**src/rtl/sbst_regs.svh**
```systemverilog
`ifndef SBST_REGS_SVH
`define SBST_REGS_SVH

`define SBST_IR_W         3
`define SBST_IR_EXTEST    3'h0
`define SBST_IR_IDCODE    3'h1
`define SBST_IR_SAMPLE_Z  3'h2
`define SBST_IR_SAMPLE    3'h4
`define SBST_IR_BYPASS    3'h7
`define SBST_IR_CAPTURE   3'h1
`define SBST_ID_W         32
`define SBST_BSR_OE_CELL  47
`define SBST_BYPASS_CAP   1'b0

`define SBST_ST_TLR       4'h0
`define SBST_ST_RTI       4'h1
`define SBST_ST_SEL_DR    4'h3
`define SBST_ST_CAP_DR    4'h2
`define SBST_ST_SHIFT_DR  4'h6
`define SBST_ST_EXIT1_DR  4'h7
`define SBST_ST_PAUSE_DR  4'h5
`define SBST_ST_EXIT2_DR  4'h4
`define SBST_ST_UPD_DR    4'hc
`define SBST_ST_SEL_IR    4'hd
`define SBST_ST_CAP_IR    4'hf
`define SBST_ST_SHIFT_IR  4'he
`define SBST_ST_EXIT1_IR  4'ha
`define SBST_ST_PAUSE_IR  4'hb
`define SBST_ST_EXIT2_IR  4'h9
`define SBST_ST_UPD_IR    4'h8

`endif

```
**src/rtl/sbst_pkg.sv**
```systemverilog
`include "sbst_regs.svh"

package sbst_pkg;

  typedef enum logic [3:0] {
    SBST_TLR      = `SBST_ST_TLR,
    SBST_RTI      = `SBST_ST_RTI,
    SBST_SEL_DR   = `SBST_ST_SEL_DR,
    SBST_CAP_DR   = `SBST_ST_CAP_DR,
    SBST_SHIFT_DR = `SBST_ST_SHIFT_DR,
    SBST_EXIT1_DR = `SBST_ST_EXIT1_DR,
    SBST_PAUSE_DR = `SBST_ST_PAUSE_DR,
    SBST_EXIT2_DR = `SBST_ST_EXIT2_DR,
    SBST_UPD_DR   = `SBST_ST_UPD_DR,
    SBST_SEL_IR   = `SBST_ST_SEL_IR,
    SBST_CAP_IR   = `SBST_ST_CAP_IR,
    SBST_SHIFT_IR = `SBST_ST_SHIFT_IR,
    SBST_EXIT1_IR = `SBST_ST_EXIT1_IR,
    SBST_PAUSE_IR = `SBST_ST_PAUSE_IR,
    SBST_EXIT2_IR = `SBST_ST_EXIT2_IR,
    SBST_UPD_IR   = `SBST_ST_UPD_IR
  } sbst_state_t;

  typedef enum logic [1:0] {
    SBST_DR_BYPASS = 2'h0,
    SBST_DR_ID     = 2'h1,
    SBST_DR_BSR    = 2'h2
  } sbst_dr_sel_t;

endpackage

```
**src/rtl/sbst_ctl_if.sv**
```systemverilog
interface sbst_ctl_if;
  logic                 rise;
  logic                 tms;
  sbst_pkg::sbst_state_t state;

  modport fsm (
    input  rise,
    input  tms,
    output state
  );

  modport dp (
    output rise,
    output tms,
    input  state
  );
endinterface

```
**src/rtl/sbst_sync.sv**
```systemverilog
module sbst_sync #(
  parameter int          W       = 1,
  parameter logic [W-1:0] RST_VAL = '0
) (
  input  wire logic         ref_clk_i,
  input  wire logic         sys_rst_i,
  input  wire logic [W-1:0] d_i,
  output logic      [W-1:0] q_o
);

  logic [W-1:0] meta_q;
  logic [W-1:0] meta_d;
  logic [W-1:0] q_q;
  logic [W-1:0] q_d;

  always_comb begin
    meta_d = d_i;
    q_d    = meta_q;
  end

  always_ff @(posedge ref_clk_i or posedge sys_rst_i) begin
    if (sys_rst_i) begin
      meta_q <= RST_VAL;
      q_q    <= RST_VAL;
    end else begin
      meta_q <= meta_d;
      q_q    <= q_d;
    end
  end

  assign q_o = q_q;

endmodule

```
**src/rtl/sbst_fsm.sv**
```systemverilog
module sbst_fsm (
  input  wire logic ref_clk_i,
  input  wire logic sys_rst_i,
  sbst_ctl_if.fsm   ctl
);

  sbst_pkg::sbst_state_t state_q;
  sbst_pkg::sbst_state_t state_d;
  sbst_pkg::sbst_state_t step;

  // Standard walk; from any state five high mode-select edges reach reset
  always_comb begin
    step = sbst_pkg::SBST_TLR;
    case (state_q)
      sbst_pkg::SBST_TLR:
        step = ctl.tms ? sbst_pkg::SBST_TLR : sbst_pkg::SBST_RTI;
      sbst_pkg::SBST_RTI:
        step = ctl.tms ? sbst_pkg::SBST_SEL_DR : sbst_pkg::SBST_RTI;
      sbst_pkg::SBST_SEL_DR:
        step = ctl.tms ? sbst_pkg::SBST_SEL_IR : sbst_pkg::SBST_CAP_DR;
      sbst_pkg::SBST_CAP_DR:
        step = ctl.tms ? sbst_pkg::SBST_EXIT1_DR : sbst_pkg::SBST_SHIFT_DR;
      sbst_pkg::SBST_SHIFT_DR:
        step = ctl.tms ? sbst_pkg::SBST_EXIT1_DR : sbst_pkg::SBST_SHIFT_DR;
      sbst_pkg::SBST_EXIT1_DR:
        step = ctl.tms ? sbst_pkg::SBST_UPD_DR : sbst_pkg::SBST_PAUSE_DR;
      sbst_pkg::SBST_PAUSE_DR:
        step = ctl.tms ? sbst_pkg::SBST_EXIT2_DR : sbst_pkg::SBST_PAUSE_DR;
      sbst_pkg::SBST_EXIT2_DR:
        step = ctl.tms ? sbst_pkg::SBST_UPD_DR : sbst_pkg::SBST_SHIFT_DR;
      sbst_pkg::SBST_UPD_DR:
        step = ctl.tms ? sbst_pkg::SBST_SEL_DR : sbst_pkg::SBST_RTI;
      sbst_pkg::SBST_SEL_IR:
        step = ctl.tms ? sbst_pkg::SBST_TLR : sbst_pkg::SBST_CAP_IR;
      sbst_pkg::SBST_CAP_IR:
        step = ctl.tms ? sbst_pkg::SBST_EXIT1_IR : sbst_pkg::SBST_SHIFT_IR;
      sbst_pkg::SBST_SHIFT_IR:
        step = ctl.tms ? sbst_pkg::SBST_EXIT1_IR : sbst_pkg::SBST_SHIFT_IR;
      sbst_pkg::SBST_EXIT1_IR:
        step = ctl.tms ? sbst_pkg::SBST_UPD_IR : sbst_pkg::SBST_PAUSE_IR;
      sbst_pkg::SBST_PAUSE_IR:
        step = ctl.tms ? sbst_pkg::SBST_EXIT2_IR : sbst_pkg::SBST_PAUSE_IR;
      sbst_pkg::SBST_EXIT2_IR:
        step = ctl.tms ? sbst_pkg::SBST_UPD_IR : sbst_pkg::SBST_SHIFT_IR;
      sbst_pkg::SBST_UPD_IR:
        step = ctl.tms ? sbst_pkg::SBST_SEL_DR : sbst_pkg::SBST_RTI;
      default:
        step = sbst_pkg::SBST_TLR;
    endcase
    state_d = ctl.rise ? step : state_q;
  end

  always_ff @(posedge ref_clk_i or posedge sys_rst_i) begin
    if (sys_rst_i) begin
      state_q <= sbst_pkg::SBST_TLR;
    end else begin
      state_q <= state_d;
    end
  end

  assign ctl.state = state_q;

endmodule

```
**src/rtl/sbst_tap.sv**
```systemverilog
`include "sbst_regs.svh"

module sbst_tap #(
  parameter int              FUNC_PINS = 101,
  parameter int              NC_CELLS  = 8,
  // Arbitrary identification value; bit 0 kept high as scan chains expect
  parameter logic [31:0]     ID_CODE   = 32'h0aa5_5001
) (
  input  wire logic                          ref_clk_i,
  input  wire logic                          sys_rst_i,
  input  wire logic                          tck_i,
  input  wire logic                          tms_i,
  input  wire logic                          tdi_i,
  input  wire logic [FUNC_PINS-1:0]          ring_i,
  output logic                               tdo_o,
  output logic                               tdo_oe_o,
  output logic [FUNC_PINS+NC_CELLS-1:0]      bsr_pdata_o,
  output logic                               extest_o,
  output logic                               q_oe_o
);

  localparam int BSR_LEN = FUNC_PINS + NC_CELLS;
  localparam int IR_W    = `SBST_IR_W;
  localparam int ID_W    = `SBST_ID_W;
  localparam int OE_CELL = `SBST_BSR_OE_CELL;

  // Reset image of the update latches: only the output-enable cell is high
  localparam logic [BSR_LEN-1:0] UPD_RST =
    {{(BSR_LEN-1){1'b0}}, 1'b1} << OE_CELL;

  // Pin synchronisers; mode select and data inputs reset high like the pads' pull-ups, the test clock resets low
  logic                 tck_s;
  logic                 tms_s;
  logic                 tdi_s;
  logic [FUNC_PINS-1:0] ring_s;

  sbst_sync #(
    .W       (1),
    .RST_VAL (1'b0)
  ) u_sync_tck (
    .ref_clk_i (ref_clk_i),
    .sys_rst_i (sys_rst_i),
    .d_i       (tck_i),
    .q_o       (tck_s)
  );

  sbst_sync #(
    .W       (2),
    .RST_VAL (2'h3)
  ) u_sync_ctl (
    .ref_clk_i (ref_clk_i),
    .sys_rst_i (sys_rst_i),
    .d_i       ({tms_i, tdi_i}),
    .q_o       ({tms_s, tdi_s})
  );

  // The memory pins move fast against the test clock; a capture taken
  // while they toggle is not repeatable, the synchroniser only stops
  // metastability from spreading.
  sbst_sync #(
    .W       (FUNC_PINS),
    .RST_VAL ('0)
  ) u_sync_ring (
    .ref_clk_i (ref_clk_i),
    .sys_rst_i (sys_rst_i),
    .d_i       (ring_i),
    .q_o       (ring_s)
  );

  // Test clock edge detection
  logic tck_prev_q;
  logic tck_prev_d;
  logic tck_rise;
  logic tck_fall;

  always_comb begin
    tck_prev_d = tck_s;
    tck_rise   = tck_s & ~tck_prev_q;
    tck_fall   = ~tck_s & tck_prev_q;
  end

  always_ff @(posedge ref_clk_i or posedge sys_rst_i) begin
    if (sys_rst_i) begin
      tck_prev_q <= 1'b0;
    end else begin
      tck_prev_q <= tck_prev_d;
    end
  end

  // Controller
  sbst_ctl_if ctl ();

  assign ctl.rise = tck_rise;
  assign ctl.tms  = tms_s;

  sbst_fsm u_fsm (
    .ref_clk_i (ref_clk_i),
    .sys_rst_i (sys_rst_i),
    .ctl       (ctl)
  );

  sbst_pkg::sbst_state_t state;
  assign state = ctl.state;

  // Scan and update registers
  logic [IR_W-1:0]    ir_sh_q;
  logic [IR_W-1:0]    ir_sh_d;
  logic [IR_W-1:0]    ir_q;
  logic [IR_W-1:0]    ir_d;
  logic               byp_q;
  logic               byp_d;
  logic [ID_W-1:0]    id_q;
  logic [ID_W-1:0]    id_d;
  logic [BSR_LEN-1:0] bsr_q;
  logic [BSR_LEN-1:0] bsr_d;
  logic [BSR_LEN-1:0] upd_q;
  logic [BSR_LEN-1:0] upd_d;
  logic               tdo_q;
  logic               tdo_d;
  logic               tdo_oe_q;
  logic               tdo_oe_d;

  sbst_pkg::sbst_dr_sel_t dr_sel;
  logic                   dr_lsb;
  logic                   bsr_inst;
  logic                   extest;
  logic                   sample_z;

  // Data register selection by the current instruction
  always_comb begin
    extest   = (ir_q == `SBST_IR_EXTEST);
    sample_z = (ir_q == `SBST_IR_SAMPLE_Z);
    bsr_inst = extest || sample_z || (ir_q == `SBST_IR_SAMPLE);
    case (ir_q)
      `SBST_IR_IDCODE:   dr_sel = sbst_pkg::SBST_DR_ID;
      `SBST_IR_EXTEST,
      `SBST_IR_SAMPLE_Z,
      `SBST_IR_SAMPLE:   dr_sel = sbst_pkg::SBST_DR_BSR;
      default:           dr_sel = sbst_pkg::SBST_DR_BYPASS;
    endcase
    case (dr_sel)
      sbst_pkg::SBST_DR_ID:  dr_lsb = id_q[0];
      sbst_pkg::SBST_DR_BSR: dr_lsb = bsr_q[0];
      default:               dr_lsb = byp_q;
    endcase
  end

  // Per-state strobes; captures and shifts on the rising edge of the test
  // clock, updates and the serial output on its fall
  logic cap_ir;
  logic shift_ir;
  logic cap_dr;
  logic shift_dr;
  logic upd_ir;
  logic upd_dr;
  logic in_reset;
  logic sel_byp;
  logic sel_id;
  logic sel_bsr;

  always_comb begin
    cap_ir   = 1'b0;
    shift_ir = 1'b0;
    cap_dr   = 1'b0;
    shift_dr = 1'b0;
    upd_ir   = 1'b0;
    upd_dr   = 1'b0;
    in_reset = 1'b0;
    case (state)
      sbst_pkg::SBST_CAP_IR:   cap_ir   = tck_rise;
      sbst_pkg::SBST_SHIFT_IR: shift_ir = tck_rise;
      sbst_pkg::SBST_CAP_DR:   cap_dr   = tck_rise;
      sbst_pkg::SBST_SHIFT_DR: shift_dr = tck_rise;
      sbst_pkg::SBST_UPD_IR:   upd_ir   = tck_fall;
      sbst_pkg::SBST_UPD_DR:   upd_dr   = tck_fall;
      // Reset state overrides everything; it only touches test logic
      sbst_pkg::SBST_TLR:      in_reset = 1'b1;
      default: begin
      end
    endcase
    sel_byp = (dr_sel == sbst_pkg::SBST_DR_BYPASS);
    sel_id  = (dr_sel == sbst_pkg::SBST_DR_ID);
    sel_bsr = bsr_inst;
  end

  // Instruction shift stage and the instruction it updates
  always_comb begin
    ir_sh_d = ir_sh_q;
    ir_d    = ir_q;
    if (cap_ir) begin
      ir_sh_d = `SBST_IR_CAPTURE;
    end else if (shift_ir) begin
      ir_sh_d = {tdi_s, ir_sh_q[IR_W-1:1]};
    end
    if (in_reset) begin
      ir_d = `SBST_IR_IDCODE;
    end else if (upd_ir) begin
      ir_d = ir_sh_q;
    end
  end

  always_ff @(posedge ref_clk_i or posedge sys_rst_i) begin
    if (sys_rst_i) begin
      ir_sh_q <= `SBST_IR_CAPTURE;
      ir_q    <= `SBST_IR_IDCODE;
    end else begin
      ir_sh_q <= ir_sh_d;
      ir_q    <= ir_d;
    end
  end

  // Bypass stage
  always_comb begin
    byp_d = byp_q;
    if (cap_dr && sel_byp) begin
      byp_d = `SBST_BYPASS_CAP;
    end else if (shift_dr && sel_byp) begin
      byp_d = tdi_s;
    end
  end

  always_ff @(posedge ref_clk_i or posedge sys_rst_i) begin
    if (sys_rst_i) begin
      byp_q <= 1'b0;
    end else begin
      byp_q <= byp_d;
    end
  end

  // Identification stage
  always_comb begin
    id_d = id_q;
    if (cap_dr && sel_id) begin
      id_d = ID_CODE;
    end else if (shift_dr && sel_id) begin
      id_d = {tdi_s, id_q[ID_W-1:1]};
    end
  end

  always_ff @(posedge ref_clk_i or posedge sys_rst_i) begin
    if (sys_rst_i) begin
      id_q <= '0;
    end else begin
      id_q <= id_d;
    end
  end

  // Boundary shift stage and its update latches
  always_comb begin
    bsr_d = bsr_q;
    upd_d = upd_q;
    if (cap_dr && sel_bsr) begin
      // Unconnected package positions capture low
      bsr_d = {{NC_CELLS{1'b0}}, ring_s};
    end else if (shift_dr && sel_bsr) begin
      bsr_d = {tdi_s, bsr_q[BSR_LEN-1:1]};
    end
    if (in_reset) begin
      upd_d = UPD_RST;
    end else if (upd_dr && (extest || (ir_q == `SBST_IR_SAMPLE))) begin
      upd_d = bsr_q;
    end
  end

  always_ff @(posedge ref_clk_i or posedge sys_rst_i) begin
    if (sys_rst_i) begin
      bsr_q <= '0;
      upd_q <= UPD_RST;
    end else begin
      bsr_q <= bsr_d;
      upd_q <= upd_d;
    end
  end

  // Serial output enable; driven only while a register is being shifted
  always_comb begin
    tdo_oe_d = tdo_oe_q;
    if (tck_fall) begin
      tdo_oe_d = (state == sbst_pkg::SBST_SHIFT_IR) ||
                 (state == sbst_pkg::SBST_SHIFT_DR);
    end
  end

  always_ff @(posedge ref_clk_i or posedge sys_rst_i) begin
    if (sys_rst_i) begin
      tdo_oe_q <= 1'b0;
    end else begin
      tdo_oe_q <= tdo_oe_d;
    end
  end

  // Serial output value, taken from the stage in the scan path
  always_comb begin
    tdo_d = tdo_q;
    if (tck_fall) begin
      tdo_d = (state == sbst_pkg::SBST_SHIFT_IR) ? ir_sh_q[0]
                                                 : dr_lsb;
    end
  end

  always_ff @(posedge ref_clk_i or posedge sys_rst_i) begin
    if (sys_rst_i) begin
      tdo_q <= 1'b0;
    end else begin
      tdo_q <= tdo_d;
    end
  end

  // Output-bus control toward the memory; outside external test and
  // sample-high-Z the memory keeps its own enable, so a test reset
  // never reaches the memory core.
  logic q_oe_q;
  logic q_oe_d;
  logic extest_q;
  logic extest_d;

  always_comb begin
    if (sample_z) begin
      q_oe_d = 1'b0;
    end else if (extest) begin
      q_oe_d = upd_q[OE_CELL];
    end else begin
      q_oe_d = 1'b1;
    end
  end

  always_ff @(posedge ref_clk_i or posedge sys_rst_i) begin
    if (sys_rst_i) begin
      q_oe_q <= 1'b1;
    end else begin
      q_oe_q <= q_oe_d;
    end
  end

  // Registered like the enable so both reach the memory in one cycle
  always_comb begin
    extest_d = extest;
  end

  always_ff @(posedge ref_clk_i or posedge sys_rst_i) begin
    if (sys_rst_i) begin
      extest_q <= 1'b0;
    end else begin
      extest_q <= extest_d;
    end
  end

  assign tdo_o       = tdo_q;
  assign tdo_oe_o    = tdo_oe_q;
  assign bsr_pdata_o = upd_q;
  assign extest_o    = extest_q;
  assign q_oe_o      = q_oe_q;

endmodule

```
**config.mk**
```make
export PLATFORM = sky130hd
export DESIGN_NAME = sbst_tap
export DESIGN_NICKNAME = d
export VERILOG_FILES = /design/src/rtl/sbst_pkg.sv /design/src/rtl/sbst_ctl_if.sv /design/src/rtl/sbst_sync.sv /design/src/rtl/sbst_fsm.sv /design/src/rtl/sbst_tap.sv
export VERILOG_INCLUDE_DIRS = /design/src /design/src/rtl
export SDC_FILE = /design/constraint.sdc
export NUM_CORES = 1
export LEC_CHECK = 0
export BUFFER_PORTS_ARGS = -buffer_cell sky130_fd_sc_hd__buf_2
export CAP_MARGIN = 25
export CELL_PAD_IN_SITES_DETAIL_PLACEMENT = 0
export CELL_PAD_IN_SITES_GLOBAL_PLACEMENT = 2
export CORE_MARGIN = 2
export CORE_UTILIZATION = 40
export DETAILED_ROUTE_END_ITERATION = 10
export PLACE_DENSITY_LB_ADDON = 0.1
export SYNTH_ARGS = -nofsm -noshare
export SYNTH_HDL_FRONTEND = slang
export SYNTH_HIERARCHICAL = 1
export SYNTH_SLANG_ARGS = --single-unit
```
**constraint.sdc**
```tcl
create_clock -name ref_clk_i -period 12.6 [get_ports ref_clk_i]
set_input_delay 3.15 -clock ref_clk_i [delete_from_list [all_inputs] [get_ports ref_clk_i]]
set_output_delay 3.15 -clock ref_clk_i [all_outputs]
set_load 0.005 [all_outputs]
```
Word level (Yosys, flattened, before mapping)
Index checks and enable logic that the tools add are counted.
{"block": "totals", "inputBits": 106, "register_bits": 474, "mem_bits_rw": 0, "wordCells": 103, "mem_count": 0, "latch_bits": 0, "mem_bits_ro": 0}
{"block": "op_classes", "multipliers": 0, "reduce_logical": 24, "shifts": 0, "n_lt_le_gt_ge": 0, "bitwise_logic": 4, "n_div": 0, "mux": 37, "n_eq_ne": 20, "n_addsub": 0}
{"cell": "$mux W109", "n": 4}
{"cell": "$mux W32", "n": 2}
{"cell": "$pmux W4 S12", "n": 1}
{"cell": "$eq A4 B4 Y1 const B", "n": 8}
{"cell": "$mux W3", "n": 6}
{"cell": "$eq A4 B3 Y1 const B", "n": 4}
{"cell": "$mux W4", "n": 4}
{"cell": "$mux W1", "n": 15}
{"cell": "$reduce_bool A2 Y1", "n": 6}
{"cell": "$eq A4 B2 Y1 const B", "n": 2}
{"cell": "$logic_and A1 B1 Y1", "n": 7}
{"cell": "$mux W2", "n": 3}
{"cell": "$reduce_or A3 Y1", "n": 2}
{"cell": "$eq A4 B1 Y1 const B", "n": 1}
{"cell": "$logic_not A4 Y1", "n": 1}
{"cell": "$logic_or A1 B1 Y1", "n": 4}
{"cell": "$pmux W2 S2", "n": 1}
{"cell": "$reduce_or A2 Y1", "n": 2}
{"cell": "$eq A3 B1 Y1 const B", "n": 1}
{"cell": "$eq A3 B2 Y1 const B", "n": 1}
{"cell": "$eq A3 B3 Y1 const B", "n": 1}
{"cell": "$logic_not A3 Y1", "n": 1}
{"cell": "$and A1 B1 Y1", "n": 2}
{"cell": "$eq A2 B1 Y1 const B", "n": 1}
{"cell": "other kinds (4)", "n": 5}

Logic depth before layout (Yosys ltp)
Gate-level depths: netlist (run 1).
{"block": "depth", "depth_word": 7, "depth_mapped": 9, "ltp_nobuf": 7}

By module
Netlist (run 1), hierarchy kept.
{"module": "sbst_tap", "cells_each": 957, "area_each_um2": 11637.4, "instances": 1}
{"module": "sbst_sync at u_sync_ring", "cells_each": 203, "area_each_um2": 5058.6, "instances": 1}
{"module": "sbst_fsm", "cells_each": 46, "area_each_um2": 372.9, "instances": 1}
{"module": "sbst_sync at u_sync_ctl", "cells_each": 5, "area_each_um2": 108.9, "instances": 1}
{"module": "sbst_sync at u_sync_tck", "cells_each": 3, "area_each_um2": 53.8, "instances": 1}

Worst setup path before layout (run 1)
OpenSTA, ideal clock, no wires.
{"block": "synth_path", "path_kind": "register to output", "from": "register upd_q[47] (netlist: bsr_pdata_o[47])", "to": "output bsr_pdata_o[47]", "slack_ns": 8.940, "required_ns": 9.450, "n_path_buf": 0, "path_stages_with_launch": 1, "t_arrival_ns": 0.510, "cell_sequence": "dfstp_2"}
{"element": "start: declaration", "line": "sbst_tap.sv:116", "source": "logic [BSR_LEN-1:0] upd_q;"}
{"element": "start signal: assignment", "line": "sbst_tap.sv:271", "source": "upd_q <= upd_d;"}
{"element": "end: declaration", "line": "sbst_tap.sv:17", "source": "output logic [FUNC_PINS+NC_CELLS-1:0] bsr_pdata_o,"}
No word-level cell between the ends.

Worst setup path in the final report (run 1)
{"block": "layout_path", "from": "register upd_q[47] (netlist: bsr_pdata_o[47])", "to": "output bsr_pdata_o[47]"}
No word-level cell between the ends.

==> impl_results.md, run 1 <==
* Clk_skew at 15.0 ps
* Internal Pwr Total at 0.00279 W
* VDD IR max at 0.000104 V
* Area of the core at 42800 um2
* Slew Viols, Final at 0
* Ys async rst share at 100%
* Buf/Inv on CP at 1
* Number of hold buffers added after cts at 0
* Clock tree sinks at 474
* Total of warnings raised by yosys at 6
* Synthesized Nets at 1324
* Setup CP Type: reg2out
* Max stage delay on crit path at 530 ps
* Top cell type's share of synthesized area at 67.7%
* Met2 WL at 16700 um
* Pwr dens at 183 nW/um2
* Core Util, Final at 48.0%
* Cell chain of the critical path: buf_2
* Total GRT Usage at 16.5%
* Hold Path Class: reg2reg
* Crit path required time at 9450 ps
* Synth Register Bits at 474
* Final period util at 34.8%
* Final Hold Fails at 0
* Wl on met1 at 16300 um
* P&R area growth vs syn at 19.2%
* Dpl cells at 1927
* Sequential power share at 46.9%
* Vias at 9452
* Synthesized area at 17200 um2
* Cells after Synth at 1214
* Worst-path clk slew at 60 ps
* EDFF count, synth at 0
* Lkg Pwr at 11.4 nW
* Top cells by count, synth: dfrtp_1 (466), mux2i_1 (318), nand2_1 (126)
* Distinct cells, synth at 48
* Vias in the first global route at 10100
* Tmin final at 4380 ps
* Sw Share at 25.8%
* Num CTS Buffers at 50
* Cell taking the most area after synthesis: dfrtp_1
* # IOs at 219
* Peak Freq at 0.228 GHz
* Slew at the pin closest to its max-slew limit at 1030 ps
* Pin count of the biggest net entering global routing at 126
* Fraction of layout cells with a size suffix above 1 at 22.8%
* Die Wd at 212 um
* Sw Pwr at 0.000968 W
* # port buffers at 218
* Post-Syn Area per Cell at 14.2 um2
* Die height at 212 um
* Place WS at 6990 ps
* Highest-delay cell along the critical path: dfstp_2
* Via density at 4.67
* Most common cell in the netlist: dfrtp_1
* Status: complete, no violations
* GRT overflow at 0
* Final #Nets at 1546
* Setup-failing EPs final at 0
* TNS Setup at 0 ps
* Final Instance Count excl. Fillers at 2022
* Slew HR at 31.1%
* Post-cts sizing count at 0
* Clk pwr share at 40.1%
* Seq/Total Area, Yosys at 68.9%
* Starting DRC count in detailed routing at 321
* CTS Root Cell: clkbuf_16
* Max-cap violations at 0
* Clk_lat worst skew at 580 ps
* DR WL met3 at 1500 um
* CP endpoint kind: output pin
* # rows at 76
* Residual DRC at 0
* Die area at 44800 um2
* Bufs on Longest Clock Path at 3
* Post-DRT Antenna Nets at 0
* Avg WL per Cell at 17.5 um
* Max FO, Critical Path at 2
* Gate power share at 13.1%
* Final wirelength at 35500 um
* Post-CTS Repair Setup Buffers at 0
* First-pass GRT wire length at 57200 um
* Initial Util at 40.3%
* DR top layer: met4
* Worst setup SP type: flip-flop
* Area contributors post-synth: dfrtp_1 (68%), mux2i_1 (18%), nand2_1 (2.7%), inv_1 (2.6%), buf_2 (1.4%)
* Unrepaired setup endpoints after global routing: no
* H-tree levels at 2
* CTS tree: done
* DPL Wire Length at 21500 um
* GP Congestion at 0.710
* Antenna violations before repair at 2
* Final worst slack at 8220 ps
* Delay-heaviest family, CP: flip-flops
* Arrival time of the worst setup path at 1230 ps
* DR pass1 iterations at 4
* Main synth FF type: dfrtp_1
power by group through the flow:
| stage | combinational [W] | sequential, W | clock, W |
|---|---|---|---|
| final | 0.000491 | 0.00176 | 0.00150 |
| after global routing | 0.000553 | 0.00178 | 0.00162 |
| after global placement | 0.000496 | 0.00179 | 0 |
| after CTS | 0.000504 | 0.00176 | 0.00156 |
| after floorplan | 0.000445 | 0.00172 | 0 |
| after detailed placement | 0.000500 | 0.00179 | 0 |
registers in the layout, indices dropped and copies added (netlist names), 2 cells and up:
name and count:
u_sync_ctl/meta_q 2, u_sync_ring/meta_q 101, u_sync_ring/q_o 101, bsr_q 109, id_q 32, u_sync_ctl/q_o 2
ir_q 3, ir_sh_q 3, u_fsm/ctl.state 4, bsr_pdata_o 109
per-layer routing:
metal / vias up / global-route usage (%)
met2: 173 / 26.0
met1: 4749 / 22.8
met4: 0 / 6.05
met5: - / 0
met3: 58 / 3.29
li1: 4472 / -
metrics by stage:
step / hold WS (ps) / power (W) / area, um2
after floorplan: 331 / 0.00216 / 17200
after global placement: 332 / 0.00228 / 18700
after detailed placement: 335 / 0.00229 / 18700
after CTS: 343 / 0.00382 / 20400
after global routing: 350 / 0.00395 / 20500
final: 344 / 0.00375 / 20500
path summary, 6_finish.rpt:
path / startpoint / endpoint / slack (ps) / cells after the start
worst min register to register: u_sync_ring/meta_q[85] / u_sync_ring/q_o[85] / 340 / 0
worst min-delay path: u_sync_ring/meta_q[85] / u_sync_ring/q_o[85] / 340 / 0
min in group asynchronous: sys_rst_i / u_sync_tck/q_o / 2550 / 2
worst max-delay path: bsr_pdata_o[47] / bsr_pdata_o[47] / 8220 / 1
worst max register to register: u_fsm/ctl.state[0] / bsr_q[47] / 8640 / 5
max in group asynchronous: sys_rst_i / u_sync_ring/meta_q[75] / 8250 / 5
placed cells by master (no fill, tap or decap), types with 2 or more instances in the layout:
cell type,instances
nor3_2,2
or3_1,3
clkbuf_8,13
bufinv_16,5
a21oi_1,8
nand3_1,4
inv_8,2
o22ai_1,3
clkinv_2,9
buf_4,12
mux2_2,3
nand4b_1,2
a22oi_1,2
buf_2,218
a22o_1,24
nand2_1,126
nand2b_1,5
inv_1,117
dfrtp_1,465
mux2_1,3
nor2_1,6
and2_1,2
clkbuf_1,11
nor3_1,3
nor2b_1,5
o22a_1,11
buf_16,3
ha_1,4
dfstp_2,8
mux2i_1,318
clkbuf_16,51
o211ai_1,2
kinds of logic (layout without fill, tap and decap cells):
logic type	count (synthesis)	count (layout)	share of synthesized area, %
buffers and inverters	183	444	4.88
other	0	1	0
flip-flops	474	474	68.9
AND/OR/NAND/NOR	170	170	4.39
multiplexers	324	324	18.9
AO/OA/AOI/OAI	59	59	2.68
adder cells (fa/ha/maj)	4	4	0.290
area by class of cell:
class,instances,area [um2]
clock buffer,75,1500
multi-input combinational,557,4540
fill,3880,22300
clock inverter,16,211
sequential,474,11900
tap,546,683
antenna,1,2.50
inverter,120,465
timing repair buffer,233,1260
(Power assumes the default switching activity.)
==> inputs of run 2 (changes only) <==
--- a/config.mk
+++ b/config.mk
@@ -6,12 +6,13 @@
 export SDC_FILE = /design/constraint.sdc
 export NUM_CORES = 1
 export LEC_CHECK = 0
+export ABC_AREA = 1
 export BUFFER_PORTS_ARGS = -buffer_cell sky130_fd_sc_hd__buf_2
 export CAP_MARGIN = 25
 export CELL_PAD_IN_SITES_DETAIL_PLACEMENT = 0
 export CELL_PAD_IN_SITES_GLOBAL_PLACEMENT = 2
 export CORE_MARGIN = 2
-export CORE_UTILIZATION = 40
+export CORE_UTILIZATION = 33
 export DETAILED_ROUTE_END_ITERATION = 10
 export PLACE_DENSITY_LB_ADDON = 0.1
 export SYNTH_ARGS = -nofsm -noshare
==> constraint.sdc (replaced) <==
create_clock -name ref_clk_i -period 3.55 [get_ports ref_clk_i]
set_input_delay 0.8875 -clock ref_clk_i [delete_from_list [all_inputs] [get_ports ref_clk_i]]
set_output_delay 0.8875 -clock ref_clk_i [all_outputs]
set_load 0.005 [all_outputs]
==> run 2 against run 1 <==
Against the previous run: clock power grew to 3.8 times the previous value; cell count grew 34%; global-route usage grew 1.0 points; clock-buffer cell count shrank 6; highest routed layer unchanged.
==> impl_results.md, run 2 <==
* Bufs on Longest Clock Path at 3 (unchanged)
* Die height at 235 um (+11%)
* Post-DRT Antenna Nets at 0 (unchanged)
* Sw Pwr at 0.00421 W (+330%)
* Worst reg2reg path depth at 7 (+2)
* R2R Setup Slk at 1050 ps (-7590 ps)
* Max FO, Critical Path at 85 (+83)
* Seq/Total Area, Yosys at 67.6% (-1.3 points)
* Final period util at 70.5%
* Synth Register Bits at 474 (unchanged)
* Pwr dens at 657 nW/um2 (+260%)
* Gate power share at 15.9% (+2.8 points)
* Antenna violations before repair at 1 (-1)
* Reg2reg end: bsr_pdata_o[106]
* Setup CP Type: reg2reg
* Fraction of layout cells with a size suffix above 1 at 18.6% (-4.2 points)
* Tmin final at 2500 ps
* Area contributors post-synth: dfrtp_1 (66%), nand2_1 (18%), nand3_1 (4.8%), nand4_1 (3.8%), buf_2 (1.8%)
* # port buffers at 218 (unchanged)
* Unrepaired setup endpoints after global routing: no
* Worst-path clk slew at 60 ps (about the same)
* Starting DRC count in detailed routing at 755 (+140%)
* Dpl cells at 2617 (+36%)
* Sw Share at 30.2% (+4.4 points)
* Crit path required time at 4050 ps (-5400 ps)
* DR pass1 iterations at 5 (+1)
* Distinct cells, synth at 27 (-44%)
* TNS Setup at 0 ps (unchanged)
* Most common cell in the netlist: nand2_1
* Area of the core at 52600 um2 (+23%)
* Internal Pwr Total at 0.00975 W (+250%)
* # rows at 84 (+11%)
* Core Util, Final at 40.5% (-7.5 points)
* Total of warnings raised by yosys at 6 (unchanged)
* Worst setup SP type: flip-flop
* Via density at 4.66 (-0.28%)
* Commonest non-fill, non-tap cell in the layout: nand2_1
* DPL Wire Length at 27300 um (+27%)
* Status: complete, no violations
* Cells after Synth at 1789 (+47%)
* CTS tree: done
* Multi-input logic area at 5020 um2 (+11%)
* Clk pwr share at 40.5% (+0.4 points)
* First-pass GRT wire length at 77300 um (+35%)
* Worst setup endpoint: bsr_pdata_o[106]
* Die area at 55100 um2 (+23%)
* Initial Util at 33.4% (-6.9 points)
* # fillers at 5286 (+36%)
* Clk_skew at 10.8 ps (-4.22 ps)
* Final wirelength at 47400 um (+34%)
* P&R area growth vs syn at 21.1%
* Top cell type's share of synthesized area at 66.4% (-1.3 points)
* Top cells by count, synth: nand2_1 (825), dfrtp_1 (466), nand3_1 (168)
* Cell taking the most area after synthesis: dfrtp_1
* Post-cts sizing count at 0 (unchanged)
* Slew HR at 37.4% (+6.3 points)
* Commonest non-fill, non-tap cells in the layout: nand2_1 (825), dfrtp_1 (466), buf_2 (218), nand3_1 (168), nand4_1 (106)
* Pin count of the biggest net entering global routing at 114 (-9.5%)
* Post-Syn Area per Cell at 9.81 um2 (-31%)
* Die Wd at 235 um (+11%)
* Sequential power share at 43.6% (-3.3 points)
* Clock tree sinks at 474 (unchanged)
* Final Instance Count excl. Fillers at 2713 (+34%)
* Arrival time of the worst setup path at 3010 ps (+1780 ps)
* Hold Path Class: in2async
* Lkg Pwr at 11.5 nW (+0.90%)
* Max-cap violations at 0 (unchanged)
* Number of hold buffers added after cts at 0 (unchanged)
* Avg WL per Cell at 17.5 um (-0.44%)
* Total GRT Usage at 17.5% (+1.0 points)
* Peak Freq at 0.399 GHz
* Clk_lat worst skew at 580 ps (about the same)
* H-tree levels at 2 (unchanged)
* Vias at 12600 (+34%)
* Setup-failing EPs final at 0 (unchanged)
* Post-CTS Repair Setup Buffers at 0 (unchanged)
* Slew at the pin closest to its max-slew limit at 936 ps (-96.5 ps)
* Vias in the first global route at 13400 (+32%)
* Slew Viols, Final at 0 (unchanged)
* RR Startpoint: u_fsm/ctl.state[3]
* Num CTS Buffers at 52 (+4.0%)
* Final Hold Fails at 0 (unchanged)
* Ys async rst share at 100% (unchanged)
* CP endpoint kind: flip-flop
* Residual DRC at 0 (unchanged)
* # IOs at 219 (unchanged)
* VDD IR max at 0.000396 V (+280%)
* Final #Nets at 2093 (+35%)
* Main synth FF type: dfrtp_1
* Number of diodes at 0 (-1)
* CTS Root Cell: clkbuf_16
* CP startpoint: u_fsm/ctl.state[3]
* Synthesized Nets at 1899 (+43%)
* GP Congestion at 0.729 (+2.7%)
* GRT overflow at 0 (unchanged)
* Synthesized area at 17600 um2 (+1.9%)
* Reg area at 11900 um2 (about the same)
* EDFF count, synth at 0 (unchanged)
-- run 2: layout make-up --
type | count | share of cell area, %
tap | 688 | 4.05
clock inverter | 27 | 1.45
clock buffer | 69 | 7.09
sequential | 474 | 55.8
multi-input combinational | 1161 | 23.6
timing repair buffer | 254 | 7.17
inverter | 40 | 0.753
-- run 2: power groups by stage --
stage / sequential, W / combinational [W] / clock, W
6_report: 0.00609 / 0.00222 / 0.00565
5_1_grt: 0.00614 / 0.00251 / 0.00604
4_1_cts: 0.00609 / 0.00227 / 0.00585
3_5_place_dp: 0.00618 / 0.00227 / 0
3_3_place_gp: 0.00618 / 0.00227 / 0
2_1_floorplan: 0.00608 / 0.00154 / 0
-- run 2: worst min-delay path by stage --
stage / startpoint / endpoint / cells after the start
global placement: u_sync_tck/meta_q / u_sync_tck/q_o / 0
CTS: sys_rst_i / u_sync_tck/meta_q / 2
detailed placement: u_sync_ring/meta_q[8] / u_sync_ring/q_o[8] / 0
global route: sys_rst_i / u_sync_tck/meta_q / 2
finish: sys_rst_i / u_sync_tck/meta_q / 2
floorplan: u_sync_ring/meta_q[0] / u_sync_ring/q_o[0] / 0
-- run 2: kinds of logic (layout without fill, tap and decap cells) --
group                      after synthesis  in the layout  synth area share, %
buffers and inverters                  154            390                 3.93
adders and majority gates                4              4                0.285
DFF                                    474            474                 67.6
and+or+nand+nor                       1126           1126                 27.1
AOI/OAI and AO/OA                       31             31                 1.02
-- run 2: through the flow --
step	area (um2)	power [W]	setup WS (ps)	hold slack (ps)
after global routing	21300	0.0147	791	244
after floorplan	17600	0.00762	-790	331
after CTS	21300	0.0142	1030	228
final	21300	0.0140	1050	270
after global placement	19400	0.00845	1080	333
after detailed placement	19400	0.00845	1040	336
-- run 2: worst max-delay path, stage by stage, from the launching register on --
cell	delay [ps]
dfrtp_1	640
inv_2	100
nand2_1	150
nor2_1	120
a21oi_4	700
buf_12	470
nand2_1	110
o21ai_0	90
-- run 2: metal layers --
layer  track usage [%]  part of all wire (%)  vias to the layer above
li1                  -                     -                     6128
met1              24.6                    48                     6227
met2              27.8                    46                      217
met3              2.89                   3.6                       75
met4              5.58                   2.7                        0
met5                 0                     0                        -
